<file path="config.mk">
export PLATFORM = sky130hd
export DESIGN_NAME = acc_ctrl
export DESIGN_NICKNAME = d
export VERILOG_FILES = /design/src/acc_pkg.sv /design/src/acc_amp_sync.sv /design/src/acc_ctrl.sv
export SDC_FILE = /design/constraint.sdc
export NUM_CORES = 1
export LEC_CHECK = 0
export ABC_AREA = 1
export BUFFER_PORTS_ARGS = -buffer_cell sky130_fd_sc_hd__buf_2
export CAP_MARGIN = 40
export CORE_UTILIZATION = 56
export CTS_CLUSTER_SIZE = 30
export DETAILED_ROUTE_END_ITERATION = 7
export GPL_TIMING_DRIVEN = 0
export PLACE_DENSITY = 0.95
export REMOVE_ABC_BUFFERS = 1
export SLEW_MARGIN = 20
export SYNTH_ARGS = -nofsm -noshare
export SYNTH_HDL_FRONTEND = slang
export SYNTH_HIERARCHICAL = 1
export SYNTH_SLANG_ARGS = --single-unit
</file>
<file path="constraint.sdc">
create_clock -name clk_i -period 4.15 [get_ports clk_i]
set_input_delay 0.83 -clock clk_i [delete_from_list [all_inputs] [get_ports clk_i]]
set_output_delay 0.83 -clock clk_i [all_outputs]
set_load 0.02 [all_outputs]
</file>
<file path="src/acc_pkg.sv">
package acc_pkg;

  // Register word offsets on the Wishbone slave (byte addresses, one word each).
  localparam logic [7:0] ADDR_PIN_DIS_LOW  = 8'h00;
  localparam logic [7:0] ADDR_PIN_DIS_HIGH = 8'h04;
  localparam logic [7:0] ADDR_AMP0_CTRL    = 8'h08;
  localparam logic [7:0] ADDR_AMP1_CTRL    = 8'h0C;
  localparam logic [7:0] ADDR_CONV_CTRL    = 8'h10;
  localparam logic [7:0] ADDR_RESULT_LOW   = 8'h14;
  localparam logic [7:0] ADDR_RESULT_HIGH  = 8'h18;
  localparam logic [7:0] ADDR_CONV_STATUS  = 8'h1C;

  // Amplifier control field positions.
  localparam int AMP_ON_BIT    = 7;
  localparam int AMP_SHUNT_BIT = 6;
  localparam int AMP_GAIN_LSB  = 4;
  localparam int AMP_SYNC_LSB  = 0;
  localparam logic [7:0] AMP_CTRL_MASK = 8'hF3;

  // Conversion control field positions.
  localparam int CONV_START_BIT   = 0;
  localparam int CONV_REQ_BIT     = 1;
  localparam int CONV_AUTO_BIT    = 2;
  localparam int CONV_REVB_BIT    = 3;
  localparam int CONV_AMPSEL_BIT  = 4;
  localparam int CONV_AMPCH_BIT   = 5;
  localparam logic [7:0] CONV_CTRL_MASK = 8'h3F;

  // Second input-disable register has six live bits.
  localparam logic [7:0] PIN_DIS_HIGH_MASK = 8'h3F;

  // Reset values.
  localparam logic [7:0] REG_RESET = 8'h00;

  // Conversion lengths and sync divider in converter clock cycles.
  localparam int CONV_CYCLES_LOW  = 13;
  localparam int CONV_CYCLES_HIGH = 14;
  localparam int SYNC_DIV         = 8;
  localparam int SAMPLE_CYCLES    = 2;

  // Synchronization source codes.
  typedef enum logic [1:0] {
    ACC_SYNC_DIV8 = 2'h0,
    ACC_SYNC_PSC0 = 2'h1,
    ACC_SYNC_PSC1 = 2'h2,
    ACC_SYNC_PSC2 = 2'h3
  } acc_sync_t;

  // Settings of one amplifier as driven to the analog macro.
  typedef struct packed {
    logic       on;
    logic       shunt;
    logic [1:0] gain;
  } acc_amp_cfg_t;

endpackage

</file>
<file path="src/acc_amp_sync.sv">
`timescale 1ns/1ps
// One amplifier clock generator: picks the sync source and pulses per event.
module acc_amp_sync
  import acc_pkg::*;
(
  input  wire logic       clk_i,     // System clock.
  input  wire logic       rst_i,     // Synchronous reset, active high.
  input  wire logic       ce_i,      // Clock enable.
  input  wire logic       on_i,      // Amplifier enabled.
  input  wire logic [1:0] sel_i,     // Sync source select.
  input  wire logic       div8_i,    // Divide-by-eight event pulse.
  input  wire logic [2:0] stage_i,   // Synchronised stage controller events.
  output logic            evt_o      // One amplifier clock event.
);

  logic [2:0] stage_d_ff;
  logic       raw;

  // Source select; stage events are rising-edge detected from settled copies.
  always_comb begin
    case (acc_sync_t'(sel_i))
      ACC_SYNC_DIV8: raw = div8_i;
      ACC_SYNC_PSC0: raw = stage_i[0] & ~stage_d_ff[0];
      ACC_SYNC_PSC1: raw = stage_i[1] & ~stage_d_ff[1];
      ACC_SYNC_PSC2: raw = stage_i[2] & ~stage_d_ff[2];
      default:       raw = 1'b0;
    endcase
  end

  // Edge history for the stage events.
  always_ff @(posedge clk_i) begin
    if (rst_i) begin
      stage_d_ff <= 3'h0;
    end else if (ce_i) begin
      stage_d_ff <= stage_i;
    end
  end

  // A disabled amplifier ignores its events.
  assign evt_o = raw & on_i;

endmodule // acc_amp_sync

</file>
<file path="src/acc_ctrl.sv">
`timescale 1ns/1ps
// Operation
// - Low disable bits switch off buffers of pins zero to seven; reads give zero.
// - High disable bits five to zero switch off six buffers; top bits unused.
// - Two-bit sync field picks divide-by-eight or one of three stage events.
// - Start with half-rate clock low lasts 13 converter cycles.
// - Start with half-rate clock high lasts 14 converter cycles.
// - Enabled amplifier amplifies on every sync event regardless of converter.
// - Old revision: request bit sets start bit at next amplifier event.
// - New revision: start bit begins amplified conversion at once.
// - Other channel starts are refused while amplified conversion runs.
// - Auto-trigger starts at first amplifier event after latest trigger.
// - No free running under auto-trigger; software restarts each time.
// - New revision aborts and restarts when amplifier output changes in sample.
// - Amplifier enable bit seven; clearing waits for running conversion end.
// - Shunt bit six shorts the amplifier input; clearing restores it.
// - Gain bits five and four select gain 5, 10, 20 or 40.
// - Result goes to high and low registers, high holding upper bits.
// - Request bit cleared by hardware at real start, or by writing zero.
// - Start bit cleared by hardware at completion; writing zero does nothing.
module acc_ctrl
  import acc_pkg::*;
(
  input  wire logic        clk_i,          // System clock, 50 MHz.
  input  wire logic        rst_i,          // Synchronous reset, active high.
  input  wire logic        ce_i,           // Clock enable; freezes state when low.
  input  wire logic        wb_cyc_i,       // Wishbone cycle.
  input  wire logic        wb_stb_i,       // Wishbone strobe.
  input  wire logic        wb_we_i,        // Wishbone write enable.
  input  wire logic [7:0]  wb_adr_i,       // Wishbone byte address.
  input  wire logic [3:0]  wb_sel_i,       // Wishbone byte selects.
  input  wire logic [31:0] wb_dat_i,       // Wishbone write data.
  output logic      [31:0] wb_dat_o,       // Wishbone read data.
  output logic             wb_ack_o,       // Wishbone acknowledge.
  input  wire logic        adc_tick_i,     // Converter clock tick, one cycle.
  input  wire logic [2:0]  stage_evt_i,    // Stage controller async events (pins).
  input  wire logic        auto_trig_i,    // Selected auto-trigger event pulse.
  input  wire logic        other_start_i,  // Start request on a plain channel.
  input  wire logic        amp_chg_i,      // Amplifier output changed (analog).
  input  wire logic [9:0]  conv_data_i,    // Converter core result.
  input  wire logic [10:0] pin_raw_i,      // Raw port input levels, pins 0..10.
  output logic      [10:0] pin_in_o,       // Port input bits after gating.
  output logic      [7:0]  buf_off_low_o,  // Buffer disables, pins 0..7.
  output logic      [5:0]  buf_off_high_o, // Buffer disables, second group.
  output acc_amp_cfg_t     amp0_cfg_o,     // Amplifier 0 settings.
  output acc_amp_cfg_t     amp1_cfg_o,     // Amplifier 1 settings.
  output logic             sample_o,       // Converter in sample phase.
  output logic             conv_busy_o,    // Amplified conversion running.
  output logic             other_ok_o      // Plain channel start accepted.
);

  typedef enum logic [1:0] {
    ACC_IDLE,
    ACC_WAIT,
    ACC_CONV
  } acc_state_t;

  acc_state_t  state_ff;
  logic [7:0]  dis_low_ff;
  logic [7:0]  dis_high_ff;
  logic [7:0]  amp0_ff;
  logic [7:0]  amp1_ff;
  logic [7:0]  conv_ff;
  logic [9:0]  result_ff;
  logic [4:0]  cnt_ff;
  logic [2:0]  div_ff;
  logic        auto_pend_ff;
  logic        ack_ff;
  logic [31:0] rdat_ff;
  logic [2:0]  s1_ff;
  logic [2:0]  s2_ff;
  logic [2:0]  s3_ff;
  logic [2:0]  stage_ok_ff;
  logic [7:0]  amp0_live_ff;
  logic [7:0]  amp1_live_ff;
  logic [10:0] pin_in_ff;
  logic        other_ok_ff;
  logic [4:0]  nxt_cnt;
  logic        wr;
  logic        rd;
  logic        div8_evt;
  logic        half_rate;
  logic        evt0;
  logic        evt1;
  logic        amp_evt;
  logic        start_now;
  logic        done;
  logic        sel_amp1;

  assign wr        = wb_cyc_i & wb_stb_i & wb_we_i & wb_sel_i[0] & ~ack_ff;
  assign rd        = wb_cyc_i & wb_stb_i & ~ack_ff;
  assign sel_amp1  = conv_ff[CONV_AMPSEL_BIT];
  assign half_rate = div_ff[0];
  assign div8_evt  = adc_tick_i & (div_ff == 3'(SYNC_DIV - 1));
  assign amp_evt   = sel_amp1 ? evt1 : evt0;
  assign done      = (state_ff == ACC_CONV) & adc_tick_i & (cnt_ff == 5'h01);

  // Three flops on the stage pins; an edge counts once stages two and three agree.
  always_ff @(posedge clk_i) begin
    if (rst_i) begin
      s1_ff       <= 3'h0;
      s2_ff       <= 3'h0;
      s3_ff       <= 3'h0;
      stage_ok_ff <= 3'h0;
    end else if (ce_i) begin
      s1_ff <= stage_evt_i;
      s2_ff <= s1_ff;
      s3_ff <= s2_ff;
      for (int i = 0; i < 3; i++) begin
        if (s2_ff[i] == s3_ff[i]) begin
          stage_ok_ff[i] <= s3_ff[i];
        end
      end
    end
  end

  // Converter clock divided by eight; bit zero gives the half-rate phase.
  always_ff @(posedge clk_i) begin
    if (rst_i) begin
      div_ff <= 3'h0;
    end else if (ce_i && adc_tick_i) begin
      div_ff <= div_ff + 3'h1;
    end
  end

  acc_amp_sync u_sync0 (
    .clk_i   (clk_i),
    .rst_i   (rst_i),
    .ce_i    (ce_i),
    .on_i    (amp0_live_ff[AMP_ON_BIT]),
    .sel_i   (amp0_live_ff[AMP_SYNC_LSB +: 2]),
    .div8_i  (div8_evt),
    .stage_i (stage_ok_ff),
    .evt_o   (evt0)
  );

  acc_amp_sync u_sync1 (
    .clk_i   (clk_i),
    .rst_i   (rst_i),
    .ce_i    (ce_i),
    .on_i    (amp1_live_ff[AMP_ON_BIT]),
    .sel_i   (amp1_live_ff[AMP_SYNC_LSB +: 2]),
    .div8_i  (div8_evt),
    .stage_i (stage_ok_ff),
    .evt_o   (evt1)
  );

  // Start decision per revision and mode.
  always_comb begin
    start_now = 1'b0;
    if (state_ff == ACC_IDLE && conv_ff[CONV_AMPCH_BIT]) begin
      if (conv_ff[CONV_AUTO_BIT]) begin
        start_now = auto_pend_ff & amp_evt;
      end else if (conv_ff[CONV_REVB_BIT]) begin
        start_now = conv_ff[CONV_START_BIT];
      end else begin
        start_now = conv_ff[CONV_REQ_BIT] & amp_evt;
      end
    end
  end

  // Most recent auto-trigger is held until it starts a conversion at an amplifier event.
  always_ff @(posedge clk_i) begin
    if (rst_i) begin
      auto_pend_ff <= 1'b0;
    end else if (ce_i) begin
      if (auto_trig_i) begin
        auto_pend_ff <= 1'b1;
      end else if (start_now) begin
        auto_pend_ff <= 1'b0;
      end
    end
  end

  // Cycle count: 13 from a low half-rate phase, 14 from a high one.
  always_comb begin
    nxt_cnt = cnt_ff;
    if (start_now) begin
      nxt_cnt = half_rate ? 5'(CONV_CYCLES_HIGH) : 5'(CONV_CYCLES_LOW);
    end else if (state_ff == ACC_CONV && amp_chg_i && sample_o &&
                 conv_ff[CONV_REVB_BIT]) begin
      nxt_cnt = 5'(CONV_CYCLES_LOW);
    end else if (state_ff == ACC_CONV && adc_tick_i) begin
      nxt_cnt = cnt_ff - 5'h01;
    end
  end

  // Conversion sequencer.
  always_ff @(posedge clk_i) begin
    if (rst_i) begin
      state_ff <= ACC_IDLE;
      cnt_ff   <= 5'h00;
    end else if (ce_i) begin
      cnt_ff <= nxt_cnt;
      case (state_ff)
        ACC_IDLE: begin
          if (start_now) begin
            state_ff <= ACC_CONV;
          end
        end
        ACC_CONV: begin
          if (done) begin
            state_ff <= ACC_IDLE;
          end
        end
        default: state_ff <= ACC_IDLE;
      endcase
    end
  end

  // Result capture; upper bits go to the high register.
  always_ff @(posedge clk_i) begin
    if (rst_i) begin
      result_ff <= 10'h000;
    end else if (ce_i && done) begin
      result_ff <= conv_data_i;
    end
  end

  // Live amplifier settings; a disable waits for the running conversion.
  always_ff @(posedge clk_i) begin
    if (rst_i) begin
      amp0_live_ff <= REG_RESET;
      amp1_live_ff <= REG_RESET;
    end else if (ce_i) begin
      amp0_live_ff <= amp0_ff;
      amp1_live_ff <= amp1_ff;
      if (state_ff == ACC_CONV && !done) begin
        amp0_live_ff[AMP_ON_BIT] <= amp0_live_ff[AMP_ON_BIT] | amp0_ff[AMP_ON_BIT];
        amp1_live_ff[AMP_ON_BIT] <= amp1_live_ff[AMP_ON_BIT] | amp1_ff[AMP_ON_BIT];
      end
    end
  end

  // Plain registers written over the bus.
  always_ff @(posedge clk_i) begin
    if (rst_i) begin
      dis_low_ff  <= REG_RESET;
      dis_high_ff <= REG_RESET;
      amp0_ff     <= REG_RESET;
      amp1_ff     <= REG_RESET;
    end else if (ce_i && wr) begin
      case (wb_adr_i)
        ADDR_PIN_DIS_LOW:  dis_low_ff  <= wb_dat_i[7:0];
        ADDR_PIN_DIS_HIGH: dis_high_ff <= wb_dat_i[7:0] & PIN_DIS_HIGH_MASK;
        ADDR_AMP0_CTRL:    amp0_ff     <= wb_dat_i[7:0] & AMP_CTRL_MASK;
        ADDR_AMP1_CTRL:    amp1_ff     <= wb_dat_i[7:0] & AMP_CTRL_MASK;
        default:           ;
      endcase
    end
  end

  // Conversion control; hardware sets and clears win over software writes.
  always_ff @(posedge clk_i) begin
    if (rst_i) begin
      conv_ff <= REG_RESET;
    end else if (ce_i) begin
      if (wr && wb_adr_i == ADDR_CONV_CTRL) begin
        conv_ff <= (wb_dat_i[7:0] & CONV_CTRL_MASK) |
                   (conv_ff & 8'(1 << CONV_START_BIT));
      end
      if (start_now) begin
        conv_ff[CONV_REQ_BIT]   <= 1'b0;
        conv_ff[CONV_START_BIT] <= 1'b1;
      end
      if (done) begin
        conv_ff[CONV_START_BIT] <= 1'b0;
      end
    end
  end

  // Plain channel starts are refused while the amplified one runs.
  always_ff @(posedge clk_i) begin
    if (rst_i) begin
      other_ok_ff <= 1'b0;
    end else if (ce_i) begin
      other_ok_ff <= other_start_i & (state_ff == ACC_IDLE) & ~start_now;
    end
  end

  // Disabled buffers force their port bits to zero.
  always_ff @(posedge clk_i) begin
    if (rst_i) begin
      pin_in_ff <= 11'h000;
    end else if (ce_i) begin
      pin_in_ff[7:0]  <= pin_raw_i[7:0] & ~dis_low_ff;
      pin_in_ff[10:8] <= pin_raw_i[10:8] & ~dis_high_ff[2:0];
    end
  end

  // Bus answer: ack one cycle after the strobe; unmapped reads give zero.
  always_ff @(posedge clk_i) begin
    if (rst_i) begin
      ack_ff  <= 1'b0;
      rdat_ff <= 32'h0000_0000;
    end else if (ce_i) begin
      ack_ff  <= rd;
      rdat_ff <= 32'h0000_0000;
      if (rd && !wb_we_i) begin
        case (wb_adr_i)
          ADDR_PIN_DIS_LOW:  rdat_ff[7:0] <= dis_low_ff;
          ADDR_PIN_DIS_HIGH: rdat_ff[7:0] <= dis_high_ff;
          ADDR_AMP0_CTRL:    rdat_ff[7:0] <= amp0_ff;
          ADDR_AMP1_CTRL:    rdat_ff[7:0] <= amp1_ff;
          ADDR_CONV_CTRL:    rdat_ff[7:0] <= conv_ff;
          ADDR_RESULT_LOW:   rdat_ff[7:0] <= result_ff[7:0];
          ADDR_RESULT_HIGH:  rdat_ff[7:0] <= {6'h00, result_ff[9:8]};
          ADDR_CONV_STATUS:  rdat_ff[7:0] <= {6'h00, half_rate, state_ff == ACC_CONV};
          default:           rdat_ff <= 32'h0000_0000;
        endcase
      end
    end
  end

  // Registered outputs.
  always_ff @(posedge clk_i) begin
    if (rst_i) begin
      sample_o    <= 1'b0;
      conv_busy_o <= 1'b0;
    end else if (ce_i) begin
      sample_o    <= (nxt_cnt > 5'(CONV_CYCLES_LOW - SAMPLE_CYCLES)) &&
                     (start_now || state_ff == ACC_CONV) && !done;
      conv_busy_o <= start_now | ((state_ff == ACC_CONV) & ~done);
    end
  end

  assign wb_ack_o       = ack_ff;
  assign wb_dat_o       = rdat_ff;
  assign pin_in_o       = pin_in_ff;
  assign other_ok_o     = other_ok_ff;
  assign buf_off_low_o  = dis_low_ff;
  assign buf_off_high_o = dis_high_ff[5:0];
  // Shunt and gain pass straight to the analog macro.
  assign amp0_cfg_o = {amp0_live_ff[AMP_ON_BIT], amp0_ff[AMP_SHUNT_BIT],
                       amp0_ff[AMP_GAIN_LSB +: 2]};
  assign amp1_cfg_o = {amp1_live_ff[AMP_ON_BIT], amp1_ff[AMP_SHUNT_BIT],
                       amp1_ff[AMP_GAIN_LSB +: 2]};

endmodule // acc_ctrl

</file>
==> summary.md <==
| Metric | Value |
|---|---|
| Status | complete, no violations |
| Max IR drop VDD | between 0.00015 and 0.0002 V |
| Crit path largest cell delay | roughly 0.60 ns |
| Worst skew pair latency | 0.38 ns |
| DR iter-0 viols | between 300 and 400 |
| Final #Nets | 808 |
| Reg2reg end | conv_ff[0] |
| Final min period | 2.721 ns |
| Core Area | around 8200 µm² |
| Hold Crit Class | reg2reg |
| WL met3 | 880 µm |
| Syn Area/Cell | 7.325 µm² |
| Metal1 wirelength | a little under 5000 µm |
| GRT overflow | 0 |
| DP Wirelength | just over 8000 µm |
| Commonest cells post-synth | nor2_1 (107), dfxtp_1 (99), nand2_1 (95) |
| Post-synth top flop | dfxtp_1 |
| Rows | 33 |
| Max Used Layer | met4 |
| Synth area leaders | dfxtp_1 (41%), o21ai_0 (8.9%), nor2_1 (8.4%) |
| Pin count of the biggest net entering global routing | between 60 and 70 |
| Fmax | around 370 MHz |
| Maxcap violations | 0 |
| Buf/Inv on CP | 2 |
| Antenna Nets Post-Route | 0 |
| Yosys cell types | 34 |
| Crit path launch type | input port |
| First-pass GRT wire length | a little under 20,000 µm |
| Drt first pass iters | 8 |
| GRT Util Overall | between 20% and 30% |
| Buffers on Ports | 95 |
| WL final | about 12,000 µm |
| Die Width | around 94 µm |
| Reg2Reg Setup Slack | around 1.6 ns |
| GPL Wtd Cong | roughly 0.86 |
| WL/cell | 14.11 µm |
| RSZ-0062 raised after global routing | false |
| Share of cells above drive strength 1 | between 20% and 30% |
| Top cell type's share of synthesized area | between 40% and 50% |
| CP Max Fanout | 50 |
| Crit path depth | 7 |
| EDFF count, synth | 0 |
| Post-synth top area cell | dfxtp_1 |
| # IOs | between 100 and 150 |
| Setup repair bufs after CTS | 0 |
| Area Overhead vs Synth | 11.58% |
| TritonCTS buffer count | 9 |
| Number of global-route vias before repair | roughly 4,300 |
| Period Utilization, post-route | between 60% and 70% |
| Tightest Pin Transition | 0.7891 ns |
| Yosys warning total | 6 |
| CP endpoint | wb_dat_o[3] |
| Sink Count | 99 |
| Synthesized area | between 4000 and 5000 µm² |
| Initial antenna violation count | 0 |
| Sum Neg Setup Slack | 0 ns |
| Die Ht | 94.35 µm |
| Setup-failing EPs final | 0 |
| Via-to-Cell Ratio | approximately 5.4 |
| R2R Path Start | div_ff[0] |
| LEAKAGE | between 2 and 2.5 nW |
| Clk_skew | between 0.006 and 0.007 ns |
| Most frequent cell after synthesis | nor2_1 |
| Crit. End Element | register |
| DRC viols | 0 |
| Critical path's top delay family | buffers and inverters |
| H-tree depth | 3 |
| Critical Path RT | ~4.5 ns |
| Ys async rst share | 0% |
| Max_slew headroom | 47.39% |
| PwrDens | 340.9 nW/µm² |
| CP arrival | 3.03 ns |
| Kind of critical path | in2reg |
| Critical Path, Cell by Cell | buf_2 > inv_4 > nor2_4 > nand3_4 > nor4_4 > o21ai_1 > a21oi_1 |
| Clock Tree Root | clkbuf_8 |
| Cts hold-fix bufs | 0 |
| Cts repair resizes | 0 |
| Routed length on met2 | 5759 µm |
| Final slew viol count | 0 |
| CTS Buffer Depth | 2 |
| CP max-delay cell | buf_2 |
| Yosys reg bits | 99 |
| Mapped Cells | 652 |
| CTS tree | done |
| Hold Fails Final Rpt | 0 |
| Overall power | between 1.5 and 2 mW |
| R2R depth | 18 |
| Seq/Total Area, Yosys | 41.50% |
| Layout Utilization | between 60 and 70% |
| Initial core utilization | about three fifths |
| Antenna Cells | 0 |
| DR vias | ~4,500 |
| Setup crit start | ce_i |
| Die Area | between 8000 and 9000 µm² |
| Clock slew at reported path FFs | 0.10 ns |
## metal layers
layer,global-route usage (%),vias to the layer above
met5,0,-
met4,13.08,0
met3,4.750,32
met2,46.98,225
met1,33.37,2065
li1,-,2209
## placed cells by master, fill, tap and decap left out, drive strengths merged
master	count
o21ai	90
clkinv	6
conb	24
buf	96
nand4	4
nand2	100
nand3	43
nor2	119
bufinv	1
nor4	1
a211oi	4
ha	4
inv	61
o211ai	3
xor2	1
clkbuf	9
dfxtp	99
clkinvlp	1
nor3b	2
a21oi	62
a21boi	1
## sequential cells by signal, summed over array words and instances, names as in the netlist, 5 cells and up
| signal | count |
|---|---|
| buf_off_low_o | 8 |
| pin_in_o | 11 |
| wb_dat_o | 8 |
| amp0_ff | 6 |
| amp1_ff | 6 |
| dis_high_ff | 6 |
| result_ff | 10 |
| conv_ff | 6 |
| cnt_ff | 5 |
## metrics by stage
| step | setup WS (ns) | instance area, µm² | std cells | hold WS [ns] |
|---|---|---|---|---|
| detailed placement | 1.140 | 5119 | 820 | 0.4498 |
| CTS | 1.521 | 5329 | 836 | 0.4635 |
| finish | 1.429 | 5329 | 836 | 0.4614 |
| floorplan | 1.972 | 4492 | 619 | 0.4266 |
| global placement | 1.215 | 5099 | 819 | 0.4415 |
| global route | 1.309 | 5329 | 836 | 0.4921 |
## worst register-to-register path, stage by stage, from the launching register on
cell     delay, ns
dfxtp_1       0.47
ha_1          0.21
ha_1          0.15
nand2_1       0.05
inv_1         0.07
nand2_1       0.05
nand3_1       0.07
nand2_1       0.07
nor2_2        0.08
nand2_1       0.06
nand2_1       0.11
nand2_1       0.06
nand2_1       0.06
nand3_1       0.39
nor2_1        0.29
nor2_1        0.08
nand3_1       0.08
nand2_1       0.06
nor2_1        0.09
## area by class of cell
class | instances | area, µm²
clock inverter | 7 | 86.33
clock buffer | 9 | 123.9
tap | 105 | 131.4
timing repair buffer | 96 | 495.5
inverter | 62 | 237.7
multi-input combinational | 458 | 2272
fill | 681 | 2888
sequential | 99 | 1982
## worst min-delay path by stage
| stage | from | slack [ns] | cells past startpoint | to |
|---|---|---|---|---|
| 2_1_floorplan | result_ff[2] | 0.43 | 2 | result_ff[2] |
| 3_3_place_gp | result_ff[7] | 0.44 | 2 | result_ff[7] |
| 3_5_place_dp | result_ff[3] | 0.45 | 2 | result_ff[3] |
| 4_1_cts | result_ff[3] | 0.46 | 2 | result_ff[3] |
| 5_1_grt | wb_dat_o[5] | 0.49 | 2 | wb_dat_o[5] |
| 6_report | result_ff[3] | 0.46 | 2 | result_ff[3] |
## power breakdown
group	internal (mW)	total, mW	leakage, nW	switching, mW
logic	0.0531	0.175	1.51	0.122
registers	0.972	0.987	0.805	0.0145
clock network	0.290	0.655	0.103	0.364
total	1.32	1.82	2.42	0.501
## cells by family after synthesis
logic type | Yosys count | synth area share, %
compound gates | 160 | 17.34
simple gates | 269 | 27.12
fa+ha+maj | 4 | 1.048
flops | 99 | 41.50
xor+xnor | 1 | 0.1834
other cells | 1 | 0.07852
buf+inv | 118 | 12.73
No activity file was read; power rests on OpenSTA's default activity.
